<file path="config.mk">
export PLATFORM = sky130hd
export DESIGN_NAME = net_pwr_wake
export DESIGN_NICKNAME = d
export VERILOG_FILES = /design/src/pkg/pwr_wake_pkg.sv /design/src/hdl/link_debounce.sv /design/src/hdl/axil_slave.sv /design/src/hdl/net_pwr_wake.sv
export SDC_FILE = /design/constraint.sdc
export NUM_CORES = 1
export LEC_CHECK = 0
export ABC_AREA = 0
export BUFFER_PORTS_ARGS = -buffer_cell sky130_fd_sc_hd__buf_2
export CAP_MARGIN = 20
export CORE_UTILIZATION = 50
export DETAILED_ROUTE_END_ITERATION = 8
export PLACE_DENSITY = 0.77
export SLEW_MARGIN = 0
export SYNTH_ARGS = -nofsm -noshare
export SYNTH_HDL_FRONTEND = slang
export SYNTH_SLANG_ARGS = --single-unit
</file>
<file path="constraint.sdc">
create_clock -name mclk -period 2.2 [get_ports mclk]
set_clock_uncertainty 0.05 [all_clocks]
set_input_delay 0 -clock mclk [delete_from_list [all_inputs] [get_ports mclk]]
set_output_delay 0 -clock mclk [all_outputs]
set_load 0.01 [all_outputs]
</file>
<file path="src/pkg/pwr_wake_pkg.sv">
// Package: register map, field layout, reset values and timing constants
// for the network adapter power-state and wake controller.
// Assumes AXI4-Lite with 32-bit data, one aligned word per register.
package pwr_wake_pkg;

  // Device power states, one-hot
  typedef enum logic [3:0] {
    PS_D0 = 4'h1,
    PS_D1 = 4'h2,
    PS_D2 = 4'h4,
    PS_D3 = 4'h8
  } pstate_t;

  // Encoded power-state request field (software view)
  localparam logic [1:0] REQ_D0 = 2'h0;
  localparam logic [1:0] REQ_D1 = 2'h1;
  localparam logic [1:0] REQ_D2 = 2'h2;
  localparam logic [1:0] REQ_D3 = 2'h3;

  // Register byte offsets
  localparam logic [7:0] OFF_PSCTL = 8'h00;
  localparam logic [7:0] OFF_PSSTAT = 8'h04;
  localparam logic [7:0] OFF_WAKECFG = 8'h08;
  localparam logic [7:0] OFF_IRQSTAT = 8'h0C;
  localparam logic [7:0] OFF_IRQMASK = 8'h10;
  localparam logic [7:0] OFF_STAID_LO = 8'h14;
  localparam logic [7:0] OFF_STAID_HI = 8'h18;
  localparam logic [7:0] OFF_PATTERN = 8'h1C;

  // Wake configuration bits
  localparam int WC_PME_EN = 0;
  localparam int WC_LINK_EN = 1;
  localparam int WC_WAKEPKT_EN = 2;
  localparam int WC_MGMT_EN = 3;
  localparam int WC_UCAST_EN = 4;

  // Interrupt / wake status bits
  localparam int EV_LINK_UP = 0;
  localparam int EV_LINK_DOWN = 1;
  localparam int EV_WAKE_FRAME = 2;
  localparam int EV_WAKE = 3;
  localparam int EV_PS_CHANGE = 4;
  localparam int EV_W = 5;

  // Frame classes reported by the receive filter
  localparam int FC_WAKEPKT = 0;
  localparam int FC_MGMT = 1;
  localparam int FC_UCAST = 2;

  // Reset values
  localparam logic [4:0] WAKECFG_RST = 5'h00;
  localparam logic [EV_W-1:0] IRQMASK_RST = 5'h00;
  localparam logic [1:0] CAPS_RST = 2'h3;

  // Link debounce: 10 ms settle time at 50 ns clock
  localparam int CLK_NS = 50;
  localparam int DEBOUNCE_US = 10000;
  localparam int DEBOUNCE_CYC = (DEBOUNCE_US * 1000) / CLK_NS;

endpackage

</file>
<file path="src/hdl/link_debounce.sv">
// Link status debouncer: two-flop synchroniser followed by a settle counter.
// Assumes link_raw is asynchronous to mclk.
`timescale 1ns/1ps
module link_debounce #(
  parameter int SETTLE_CYC = pwr_wake_pkg::DEBOUNCE_CYC
) (
  // Clock and reset
  input wire logic mclk,
  input wire logic rst_n,
  // Raw link level
  input wire logic link_raw,
  // Debounced level and edge pulses
  output logic link_q,
  output logic rise_q,
  output logic fall_q
);
  localparam int CW = $clog2(SETTLE_CYC + 1);
  logic meta_q;
  logic sync_q;
  logic [CW-1:0] cnt_q;

  always_ff @(posedge mclk) begin
    if (!rst_n) begin
      meta_q <= 1'b0;
      sync_q <= 1'b0;
    end else begin
      meta_q <= link_raw;
      sync_q <= meta_q;
    end
  end

  // Level must hold for the settle time before it is accepted
  always_ff @(posedge mclk) begin
    if (!rst_n) begin
      cnt_q <= '0;
      link_q <= 1'b0;
      rise_q <= 1'b0;
      fall_q <= 1'b0;
    end else begin
      rise_q <= 1'b0;
      fall_q <= 1'b0;
      if (sync_q == link_q) begin
        cnt_q <= '0;
      end else if (cnt_q == CW'(SETTLE_CYC - 1)) begin
        cnt_q <= '0;
        link_q <= sync_q;
        rise_q <= sync_q;
        fall_q <= ~sync_q;
      end else begin
        cnt_q <= cnt_q + CW'(1);
      end
    end
  end
endmodule // link_debounce

</file>
<file path="src/hdl/axil_slave.sv">
// AXI4-Lite slave front end: one write and one read at a time.
// Turns bus traffic into single-cycle write and read strobes.
`timescale 1ns/1ps
module axil_slave (
  // Clock and reset
  input wire logic mclk,
  input wire logic rst_n,
  // Write address and data
  input wire logic [7:0] awaddr,
  input wire logic awvalid,
  output logic awready,
  input wire logic [31:0] wdata,
  input wire logic [3:0] wstrb,
  input wire logic wvalid,
  output logic wready,
  // Write response
  output logic [1:0] bresp,
  output logic bvalid,
  input wire logic bready,
  // Read address and data
  input wire logic [7:0] araddr,
  input wire logic arvalid,
  output logic arready,
  output logic [31:0] rdata,
  output logic [1:0] rresp,
  output logic rvalid,
  input wire logic rready,
  // Register-file side
  output logic wr_en,
  output logic [7:0] wr_addr,
  output logic [31:0] wr_data,
  output logic [3:0] wr_strb,
  input wire logic wr_err,
  output logic rd_en,
  output logic [7:0] rd_addr,
  input wire logic [31:0] rd_data,
  input wire logic rd_err
);
  logic aw_have_q;
  logic w_have_q;
  logic [7:0] awaddr_q;
  logic [31:0] wdata_q;
  logic [3:0] wstrb_q;

  assign awready = ~aw_have_q & ~bvalid;
  assign wready = ~w_have_q & ~bvalid;
  assign wr_en = aw_have_q & w_have_q & ~bvalid;
  assign wr_addr = awaddr_q;
  assign wr_data = wdata_q;
  assign wr_strb = wstrb_q;

  always_ff @(posedge mclk) begin
    if (!rst_n) begin
      aw_have_q <= 1'b0;
      w_have_q <= 1'b0;
      awaddr_q <= 8'h00;
      wdata_q <= 32'h0000_0000;
      wstrb_q <= 4'h0;
      bvalid <= 1'b0;
      bresp <= 2'h0;
    end else begin
      if (awvalid && awready) begin
        aw_have_q <= 1'b1;
        awaddr_q <= awaddr;
      end
      if (wvalid && wready) begin
        w_have_q <= 1'b1;
        wdata_q <= wdata;
        wstrb_q <= wstrb;
      end
      if (wr_en) begin
        aw_have_q <= 1'b0;
        w_have_q <= 1'b0;
        bvalid <= 1'b1;
        bresp <= wr_err ? 2'h2 : 2'h0;
      end else if (bvalid && bready) begin
        bvalid <= 1'b0;
      end
    end
  end

  assign arready = ~rvalid;
  assign rd_en = arvalid & arready;
  assign rd_addr = araddr;

  always_ff @(posedge mclk) begin
    if (!rst_n) begin
      rvalid <= 1'b0;
      rdata <= 32'h0000_0000;
      rresp <= 2'h0;
    end else if (rd_en) begin
      rvalid <= 1'b1;
      rdata <= rd_data;
      rresp <= rd_err ? 2'h2 : 2'h0;
    end else if (rvalid && rready) begin
      rvalid <= 1'b0;
    end
  end
endmodule // axil_slave

</file>
<file path="src/hdl/net_pwr_wake.sv">
// Power-state and wake controller for a network adapter function.
// Assumes the host orders state changes over AXI4-Lite, link_raw is an
// asynchronous pin, and the receive filter runs on mclk.
`timescale 1ns/1ps
module net_pwr_wake #(
  parameter int SETTLE_CYC = pwr_wake_pkg::DEBOUNCE_CYC,
  parameter bit HAS_D1 = 1'b1,
  parameter bit HAS_D2 = 1'b1
) (
  // Clock and reset
  input wire logic mclk,
  input wire logic rst_n,
  // AXI4-Lite register bus
  input wire logic [7:0] awaddr,
  input wire logic awvalid,
  output logic awready,
  input wire logic [31:0] wdata,
  input wire logic [3:0] wstrb,
  input wire logic wvalid,
  output logic wready,
  output logic [1:0] bresp,
  output logic bvalid,
  input wire logic bready,
  input wire logic [7:0] araddr,
  input wire logic arvalid,
  output logic arready,
  output logic [31:0] rdata,
  output logic [1:0] rresp,
  output logic rvalid,
  input wire logic rready,
  // Host transmit request path
  input wire logic tx_req_valid,
  output logic tx_req_ready,
  output logic tx_req_go,
  // Receive-to-memory path
  input wire logic rx_valid,
  output logic rx_ready,
  output logic rx_to_mem,
  // Received frame summary from the MAC
  input wire logic frame_done,
  input wire logic [47:0] frame_dest,
  input wire logic frame_wakepkt,
  input wire logic frame_mgmt,
  input wire logic [31:0] frame_pattern,
  // Function interrupts and outputs to system
  input wire logic func_irq,
  output logic irq,
  output logic wake_out,
  output logic [1:0] pstate_out,
  // Network link status pin
  input wire logic link_raw
);
  pwr_wake_pkg::pstate_t ps_q;
  logic low_pwr;
  logic wr_en;
  logic rd_en;
  logic [7:0] wr_addr;
  logic [7:0] rd_addr;
  logic [31:0] wr_data;
  logic [3:0] wr_strb;
  logic [31:0] rd_data;
  logic wr_err;
  logic rd_err;
  logic [4:0] wakecfg_q;
  logic [pwr_wake_pkg::EV_W-1:0] stat_q;
  logic [pwr_wake_pkg::EV_W-1:0] mask_q;
  logic [pwr_wake_pkg::EV_W-1:0] ev_set;
  logic [47:0] staid_q;
  logic [31:0] pattern_q;
  logic link_q;
  logic link_rise;
  logic link_fall;
  logic [2:0] fclass;
  logic frame_hit;
  logic wr_ps;
  logic [1:0] req_ps;
  logic ps_ok;
  logic [1:0] ps_code;

  axil_slave u_bus (
    .mclk(mclk), .rst_n(rst_n),
    .awaddr(awaddr), .awvalid(awvalid), .awready(awready),
    .wdata(wdata), .wstrb(wstrb), .wvalid(wvalid), .wready(wready),
    .bresp(bresp), .bvalid(bvalid), .bready(bready),
    .araddr(araddr), .arvalid(arvalid), .arready(arready),
    .rdata(rdata), .rresp(rresp), .rvalid(rvalid), .rready(rready),
    .wr_en(wr_en), .wr_addr(wr_addr), .wr_data(wr_data),
    .wr_strb(wr_strb), .wr_err(wr_err),
    .rd_en(rd_en), .rd_addr(rd_addr), .rd_data(rd_data), .rd_err(rd_err)
  );

  link_debounce #(.SETTLE_CYC(SETTLE_CYC)) u_link (
    .mclk(mclk), .rst_n(rst_n), .link_raw(link_raw),
    .link_q(link_q), .rise_q(link_rise), .fall_q(link_fall)
  );

  // Power-state request; unsupported optional states are refused
  assign wr_ps = wr_en && wr_addr == pwr_wake_pkg::OFF_PSCTL && wr_strb[0];
  assign req_ps = wr_data[1:0];
  always_comb begin
    ps_ok = 1'b1;
    if (req_ps == pwr_wake_pkg::REQ_D1) begin
      ps_ok = HAS_D1;
    end else if (req_ps == pwr_wake_pkg::REQ_D2) begin
      ps_ok = HAS_D2;
    end
  end

  // State follows host orders; policy choice is the host's
  always_ff @(posedge mclk) begin
    if (!rst_n) begin
      ps_q <= pwr_wake_pkg::PS_D0;
    end else if (wr_ps && ps_ok) begin
      unique case (req_ps)
        pwr_wake_pkg::REQ_D0: ps_q <= pwr_wake_pkg::PS_D0;
        pwr_wake_pkg::REQ_D1: ps_q <= pwr_wake_pkg::PS_D1;
        pwr_wake_pkg::REQ_D2: ps_q <= pwr_wake_pkg::PS_D2;
        pwr_wake_pkg::REQ_D3: ps_q <= pwr_wake_pkg::PS_D3;
      endcase
    end
  end

  always_comb begin
    unique case (ps_q)
      pwr_wake_pkg::PS_D0: ps_code = pwr_wake_pkg::REQ_D0;
      pwr_wake_pkg::PS_D1: ps_code = pwr_wake_pkg::REQ_D1;
      pwr_wake_pkg::PS_D2: ps_code = pwr_wake_pkg::REQ_D2;
      default: ps_code = pwr_wake_pkg::REQ_D3;
    endcase
  end
  assign pstate_out = ps_code;
  assign low_pwr = ps_q != pwr_wake_pkg::PS_D0;

  // Data paths pass untouched in D0 and are cut otherwise
  assign tx_req_ready = ~low_pwr;
  assign tx_req_go = tx_req_valid & ~low_pwr;
  assign rx_ready = 1'b1;
  assign rx_to_mem = rx_valid & ~low_pwr;

  // Frame classification against preloaded identity
  assign fclass[pwr_wake_pkg::FC_WAKEPKT] = frame_wakepkt
    && frame_pattern == pattern_q
    && wakecfg_q[pwr_wake_pkg::WC_WAKEPKT_EN];
  assign fclass[pwr_wake_pkg::FC_MGMT] = frame_mgmt
    && wakecfg_q[pwr_wake_pkg::WC_MGMT_EN];
  assign fclass[pwr_wake_pkg::FC_UCAST] = frame_dest == staid_q
    && wakecfg_q[pwr_wake_pkg::WC_UCAST_EN];
  assign frame_hit = frame_done && low_pwr && |fclass;

  // Status events
  always_comb begin
    ev_set = '0;
    ev_set[pwr_wake_pkg::EV_LINK_UP] = link_rise;
    ev_set[pwr_wake_pkg::EV_LINK_DOWN] = link_fall;
    ev_set[pwr_wake_pkg::EV_WAKE_FRAME] = frame_hit;
    ev_set[pwr_wake_pkg::EV_WAKE] = wakecfg_q[pwr_wake_pkg::WC_PME_EN]
      && low_pwr && (frame_hit || (wakecfg_q[pwr_wake_pkg::WC_LINK_EN]
      && (link_rise || link_fall)));
    ev_set[pwr_wake_pkg::EV_PS_CHANGE] = wr_ps && ps_ok;
  end

  // Sticky status, write one to clear, set wins over clear
  always_ff @(posedge mclk) begin
    if (!rst_n) begin
      stat_q <= '0;
    end else begin
      if (wr_en && wr_addr == pwr_wake_pkg::OFF_IRQSTAT && wr_strb[0]) begin
        stat_q <= (stat_q & ~wr_data[pwr_wake_pkg::EV_W-1:0]) | ev_set;
      end else begin
        stat_q <= stat_q | ev_set;
      end
    end
  end

  // Configuration registers
  always_ff @(posedge mclk) begin
    if (!rst_n) begin
      wakecfg_q <= pwr_wake_pkg::WAKECFG_RST;
      mask_q <= pwr_wake_pkg::IRQMASK_RST;
      staid_q <= '0;
      pattern_q <= '0;
    end else if (wr_en) begin
      unique case (wr_addr)
        pwr_wake_pkg::OFF_WAKECFG:
          if (wr_strb[0]) wakecfg_q <= wr_data[4:0];
        pwr_wake_pkg::OFF_IRQMASK:
          if (wr_strb[0]) mask_q <= wr_data[pwr_wake_pkg::EV_W-1:0];
        pwr_wake_pkg::OFF_STAID_LO: begin
          for (int i = 0; i < 4; i++) begin
            if (wr_strb[i]) staid_q[i*8 +: 8] <= wr_data[i*8 +: 8];
          end
        end
        pwr_wake_pkg::OFF_STAID_HI: begin
          if (wr_strb[0]) staid_q[39:32] <= wr_data[7:0];
          if (wr_strb[1]) staid_q[47:40] <= wr_data[15:8];
        end
        pwr_wake_pkg::OFF_PATTERN: begin
          for (int i = 0; i < 4; i++) begin
            if (wr_strb[i]) pattern_q[i*8 +: 8] <= wr_data[i*8 +: 8];
          end
        end
        default: begin
        end
      endcase
    end
  end

  // Wake held until software clears it; interrupts muted out of D0
  assign wake_out = stat_q[pwr_wake_pkg::EV_WAKE];
  assign irq = ~low_pwr && (|(stat_q & mask_q) || func_irq);

  // Write address check and read mux
  always_comb begin
    wr_err = 1'b0;
    unique case (wr_addr)
      pwr_wake_pkg::OFF_PSCTL, pwr_wake_pkg::OFF_WAKECFG,
      pwr_wake_pkg::OFF_IRQSTAT, pwr_wake_pkg::OFF_IRQMASK,
      pwr_wake_pkg::OFF_STAID_LO, pwr_wake_pkg::OFF_STAID_HI,
      pwr_wake_pkg::OFF_PATTERN: wr_err = 1'b0;
      default: wr_err = 1'b1;
    endcase
  end

  always_comb begin
    rd_data = 32'h0000_0000;
    rd_err = 1'b0;
    unique case (rd_addr)
      pwr_wake_pkg::OFF_PSCTL: rd_data[1:0] = ps_code;
      pwr_wake_pkg::OFF_PSSTAT: rd_data = {28'h0, HAS_D2, HAS_D1,
                                           link_q, low_pwr};
      pwr_wake_pkg::OFF_WAKECFG: rd_data[4:0] = wakecfg_q;
      pwr_wake_pkg::OFF_IRQSTAT: rd_data[pwr_wake_pkg::EV_W-1:0] = stat_q;
      pwr_wake_pkg::OFF_IRQMASK: rd_data[pwr_wake_pkg::EV_W-1:0] = mask_q;
      pwr_wake_pkg::OFF_STAID_LO: rd_data = staid_q[31:0];
      pwr_wake_pkg::OFF_STAID_HI: rd_data[15:0] = staid_q[47:32];
      pwr_wake_pkg::OFF_PATTERN: rd_data = pattern_q;
      default: rd_err = 1'b1;
    endcase
  end
endmodule // net_pwr_wake

</file>
==> impl_metrics.toml, run 1 <==
[grt]
use_met1_pct = 37.7
antenna_found_initial = 1
met3_usage_pct = 4.99
grt_max_degree = 86
grt_pass1_vias = 8089
grt-ovfl-total = 0
busiest_layer = "met2"
gr-usage-all-layers_pct = 28.1
use_met2_pct = 43.6
grt_pass1_wl_um = 42800

[layout]
num_antenna_cells = 0
regArea_um2 = 4080
finalInstanceArea_um2 = 12100
final_net_count = 1417
drive_above_1_share_pct = 20.9
multi_input_area_um2 = 5110
area_delta_synth_final_pct = 27.7
nFillCells = 1450

[die]
die_y_um = 139
dieArea_um2 = 19400
die_x_um = 139
boundaryPins = 195
coreArea_um2 = 18200
rows = 49
start_util_pct = 51.9

[detailed_routing]
routed_wl_um = 27500
first_iter_violations = 626
dr.pass1.iters = 6
wire_per_inst_um = 18.1
via_count = 8448
via_per_inst = 5.57
drc = 0
drtAntennaViolNets = 0

[logic_synthesis]
synth_area_um2 = 9440
ys_warn_count = 0
synth_cell_types = 60
netlist_instances = 1026
synth_seq_cells = 204
synth-edff-count = 0
yosysSeqAreaShare_pct = 43.2
syn_avg_cell_area_um2 = 9.20
async_flop_share_pct = 0
ys.flop_type = "dfxtp_1"

[power]
p_clk_share_pct = 44.8
p_sw_share_pct = 24.0
switchingPower_mw = 2.04
internal_power_mw = 6.44
ir_worst_vdd_v = 0.000542
finalPower_mw = 8.48
seq_power_share_pct = 45.8
power_density_nw_per_um2 = 703
p_leak_nw = 5.22
p_comb_share_pct = 9.5

[sta]
setup_violations = 0
finalSetupTns_ns = 0
rsz0062_at_grt = "false"
min_period_ns = 2.10
worst_pin_slew_ns = 0.698
finalMaxSlewViolations = 0
whs_ns = 0.0247
min_period_over_period_pct = 95.5
max_freq_mhz = 476
hold_viol_final = 0
relSlewSlack_pct = 53.4

[critical_path]
crit_fanout = 8
critPathCaptureType = "register"
crit_arrival_ns = 2.45
worst_ep_required_time_ns = 2.55
crit_start = "u_bus.wr_addr[3]"
rr_worst_depth = 5
r2r-end = "pattern_q[10]"
r2r_slack_ns = 0.1
critPathKind = "reg2reg"
crit_path_end = "pattern_q[10]"
cp-start-kind = "register"
r2r-start = "u_bus.wr_addr[3]"

[hold_path]
min-delay-path-class = "in2reg"

[placed_design]
dp_hpwl_um = 19300
io_buffers = 191
dpl_cell_area_um2 = 10600
place.gp.congestion = 0.908

[clock_network]
clk_pin_slew_ns = 0.06
cts_tree = "done"
cts.path.max_buffers = 3
cts_buffers = 23
clockRootBuffer = "clkbuf_16"
clk_latency_ns = 0.51
cts.sinks = 204
htree_num_levels = 1

[flow_run]
maxCapViolCount = 0

[outcome]
status = "complete, no violations"
-- how the worst min path moves through the flow --
stage,startpoint,to,slack [ns],cells after the start
4_1_cts,araddr[5],u_bus.rdata[1],0.01,5
3_5_place_dp,arvalid,u_bus.rvalid,0.20,2
5_1_grt,araddr[6],u_bus.rdata[1],0.07,5
3_3_place_gp,arvalid,u_bus.rvalid,0.20,2
2_1_floorplan,link_raw,u_link.meta_q,0.08,1
6_report,araddr[5],u_bus.rdata[1],0.02,5
-- layout by cell type, fill, tap and decap left out, drive strengths merged, types with 9 or more instances in the layout --
cell type,netlist,layout
buf,14,213
dfxtp,204,204
nand2,145,145
nor2b,97,97
mux2i,89,89
dlygate4sd3,0,62
xor2,56,56
a21boi,53,53
nor2,53,53
xnor2,36,36
nand3,33,33
clkbuf,43,33
o21ai,22,22
and2,21,21
nor3b,20,20
nor4,17,17
a221oi,16,16
inv,13,15
nand4,12,12
a222oi,11,11
a21oi,10,10
nor3,9,9
-- critical path, stage by stage (launching register included) --
cell	delay [ns]
dfxtp_1	0.43
or3b_1	0.51
nor2_2	0.31
nand3_2	0.34
mux2i_1	0.29
nor2b_1	0.07
-- cell type report --
class / count / area share [%]
Clock inverter: 9 / 0.872
Timing Repair Buffer: 275 / 14.8
Inverter: 13 / 0.405
Sequential cell: 204 / 33.9
Clock buffer: 33 / 5.33
Tap cell: 229 / 2.38
Multi-Input combinational cell: 753 / 42.4
-- registers in the layout, summed over array words and instances, names as in the netlist --
name             cells
u_bus.rresp          1
u_bus.rdata         32
u_link.rise_q        1
u_bus.rvalid         1
u_bus.aw_have_q      1
mask_q               5
u_bus.bresp          1
u_bus.wr_data       32
u_bus.w_have_q       1
pattern_q           32
staid_q             48
u_link.fall_q        1
stat_q               5
u_link.cnt_q        18
u_bus.bvalid         1
u_link.link_q        1
u_link.meta_q        1
u_bus.wr_addr        8
u_bus.wr_strb        4
ps_q                 4
u_link.sync_q        1
wakecfg_q            5
-- stage by stage --
stage | utilization [%] | worst slack (ns) | std cells
2_1_floorplan | - | 0.322 | 1027
3_3_place_gp | 58.5 | 0.0458 | 1411
3_5_place_dp | 58.5 | 0.0342 | 1411
4_1_cts | 66.0 | 0.0170 | 1515
5_1_grt | 66.2 | 0.0272 | 1516
6_report | 66.2 | 0.0993 | 1516
-- metal layers --
metal,up-vias,part of all wire [%]
met5,-,0
met4,0,4.6
met3,77,7.7
met2,375,44
met1,3964,43
li1,4032,-
-- power groups by stage --
stage	Clock [mW]	Sequential, mW	Combinational [mW]
4_1_cts	3.83	3.88	0.787
3_3_place_gp	0	3.95	0.692
5_1_grt	3.99	3.89	0.865
6_report	3.80	3.88	0.802
2_1_floorplan	0	3.93	0.384
3_5_place_dp	0	3.96	0.695
-- synth_stat cells, types with 2 or more instances --
library cell,instances,area (µm²)
buf_2,7,35.0
mux4_2,3,67.6
nand2b_1,2,12.5
buf_4,3,22.5
buf_1,3,11.3
a221oi_1,16,140
a22oi_1,3,22.5
mux2i_1,89,891
nor4_1,14,87.6
inv_1,13,48.8
a21oi_1,10,50.1
and3_1,4,25.0
o21ai_0,22,110
o22ai_1,2,12.5
a211oi_1,2,15.0
nor2b_1,97,607
dfxtp_1,204,4080
nand3_2,8,80.1
or4_1,2,15.0
nand2_1,145,544
and4b_1,2,20.0
o211a_1,2,20.0
and2_1,21,131
xnor2_1,36,315
a222oi_1,11,110
nor3b_1,20,150
nor2_2,3,18.8
a21boi_0,53,398
nor3_1,9,45.0
o2111ai_1,2,17.5
or3_1,2,12.5
conb_1,2,7.51
clkbuf_1,43,161
nand4_1,12,75.1
o311ai_0,2,17.5
nor4_4,2,42.5
nor2_1,50,188
xor2_1,56,490
nand4b_1,2,17.5
a31oi_1,3,18.8
nand3_1,25,125
-- logic make-up (layout without fill, tap and decap cells) --
logic type | after synthesis | in the layout | share of synthesized area (%)
flip-flops | 204 | 204 | 43.2
other | 2 | 3 | 0.0795
adder cells (fa/ha/maj) | 1 | 1 | 0.132
AO/OA/AOI/OAI | 139 | 139 | 10.9
buffers and inverters | 70 | 330 | 3.07
multiplexers | 92 | 92 | 10.1
XOR/XNOR | 92 | 92 | 8.53
AND/OR/NAND/NOR | 426 | 426 | 23.9
-- timing repair --
item | in CTS | in global routing
hold buffers | 62 | 0
resized for setup | 0 | 6
endpoints found under the setup margin | 0 | 35
buffers inserted | 0 | 1
endpoints found under the hold margin | 67 | 0
Power figures use the tool's default switching activity.
==> inputs of run 2 (changes only) <==
--- a/config.mk
+++ b/config.mk
@@ -10,6 +10,7 @@
 export CAP_MARGIN = 20
 export CORE_UTILIZATION = 50
 export DETAILED_ROUTE_END_ITERATION = 8
+export MAX_ROUTING_LAYER = met4
 export PLACE_DENSITY = 0.77
 export SLEW_MARGIN = 0
 export SYNTH_ARGS = -nofsm -noshare
==> run 2 against run 1 <==
Against the previous run:
- sequential power is essentially flat
- largest cell class unchanged
- power is essentially flat
- core utilization about the same
- worst hold slack improved by 0.010 ns
- non-clock buffer count stayed put
- final cell count about the same
- fmax rose by 0.50%
- critical path type unchanged
==> impl_metrics.toml, run 2 (synthesis gave the netlist of run 1 again) <==
[outcome]
status = "complete, no violations"

[power]
internal_power_mw = 6.44
p_leak_nw = 5.22
finalPower_mw = 8.48
power_density_nw_per_um2 = 703
p_sw_share_pct = 24.0
p_comb_share_pct = 9.5
switchingPower_mw = 2.04
seq_power_share_pct = 45.8
ir_worst_vdd_v = 0.000535
p_clk_share_pct = 44.8

[hold_path]
hold_start = "araddr[5]"
hold_path_depth = 5
min-delay-path-class = "in2reg"
min_to = "u_bus.rdata[1]"

[clock_network]
clockRootBuffer = "clkbuf_16"
clk_latency_ns = 0.51
htree_num_levels = 1
cts.sinks = 204
cts.path.max_buffers = 3
cts_tree = "done"
cts_buffers = 23
clk_pin_slew_ns = 0.06

[grt]
antenna_found_initial = 1
gr-usage-all-layers_pct = 29.0
grt_pass1_wl_um = 42800
grt-ovfl-total = 0
grt_pass1_vias = 8088
grt_max_degree = 86

[critical_path]
crit_fanout = 8
critPathKind = "reg2reg"
crit_arrival_ns = 2.44
critPathCaptureType = "register"
worst_ep_required_time_ns = 2.55
rr_worst_depth = 5
r2r_slack_ns = 0.11
r2r-start = "u_bus.wr_addr[3]"
cp-start-kind = "register"
r2r-end = "pattern_q[10]"

[sta]
min_period_over_period_pct = 95.0
finalMaxSlewViolations = 0
whs_ns = 0.0349
worst_pin_slew_ns = 0.714
rsz0062_at_grt = "false"
setup_violations = 0
min_period_ns = 2.09
fin_ws_ns = 0.110
max_freq_mhz = 478
relSlewSlack_pct = 52.4
finalSetupTns_ns = 0
hold_viol_final = 0

[layout]
area_delta_synth_final_pct = 27.7
layout_common_cells = "204 x dfxtp_1, 190 x buf_2, 145 x nand2_1"
finalInstanceArea_um2 = 12100
final_core_util_pct = 66.2
final_net_count = 1417
largest_reg_flops = 48
drive_above_1_share_pct = 20.9
instances_no_fill = 1517
nFillCells = 1451
layout_commonest_cell = "dfxtp_1"
top_register = "staid_q"

[placed_design]
dpl_cell_area_um2 = 10600
dp_hpwl_um = 19300
dp.cells = 1411
io_buffers = 191
place.gp.congestion = 0.923
pre_cts_ws_ns = 0.0342

[die]
boundaryPins = 195
die_x_um = 139
dieArea_um2 = 19400
rows = 49
start_util_pct = 51.9
die_y_um = 139
coreArea_um2 = 18200

[detailed_routing]
via_per_inst = 5.62
wire_per_inst_um = 18.1
drtAntennaViolNets = 0
drc = 0
routed_wl_um = 27500
dr.pass1.iters = 7
first_iter_violations = 534
via_count = 8518

[flow_run]
maxCapViolCount = 0
## run 2: changes by cell type in the layout (fill, tap and decap cells not counted), sizes merged
| cell | change |
|---|---|
| diode | +1 |
## run 2: cell type report
type	count	area (µm²)	share of cell area, %
flip-flops and latches	204	4080	33.9
clock inverters	9	105	0.871
clock buffers	33	643	5.33
diodes	1	2.50	0.0207
multi-input cells	753	5110	42.4
repair buffers	275	1780	14.8
well taps	229	287	2.38
inverters	13	48.8	0.405
## run 2: how the worst max path moves through the flow
stage | slack (ns) | start | end | depth (start not counted)
2_1_floorplan | 0.32 | u_bus.wr_addr[7] | stat_q[3] | 6
3_3_place_gp | 0.05 | ps_q[0] | stat_q[3] | 6
3_5_place_dp | 0.03 | ps_q[0] | stat_q[3] | 6
4_1_cts | 0.02 | ps_q[0] | stat_q[3] | 6
5_1_grt | 0.03 | staid_q[22] | stat_q[3] | 6
6_report | 0.11 | u_bus.wr_addr[3] | pattern_q[10] | 5
## run 2: metal layers
layer  routed length, µm  GRT usage [%]
met5                   0              -
met2               12200           43.6
met3                1940           4.89
met1               12000           37.8
met4                1310           14.3
## run 2: what timing repair did
action | CTS | global route
gates resized for setup | 0 | 6
hold buffers | 62 | 0
hold endpoints to repair | 67 | 0
endpoints found under the setup margin | 0 | 35
setup buffers | 0 | 1
## run 2: worst max-delay path: stages (launching register included)
cell	delay, ns
dfxtp_1	0.42
or3b_1	0.50
nor2_2	0.31
nand3_2	0.34
mux2i_1	0.28
nor2b_1	0.06
## run 2: power by group through the flow
stage                     clock network (mW)  logic [mW]  registers (mW)
after global placement                     0       0.692            3.95
after floorplan                            0       0.384            3.93
after CTS                               3.83       0.787            3.88
final                                   3.80       0.802            3.88
after detailed placement                   0       0.695            3.96
after global routing                    3.99       0.866            3.89
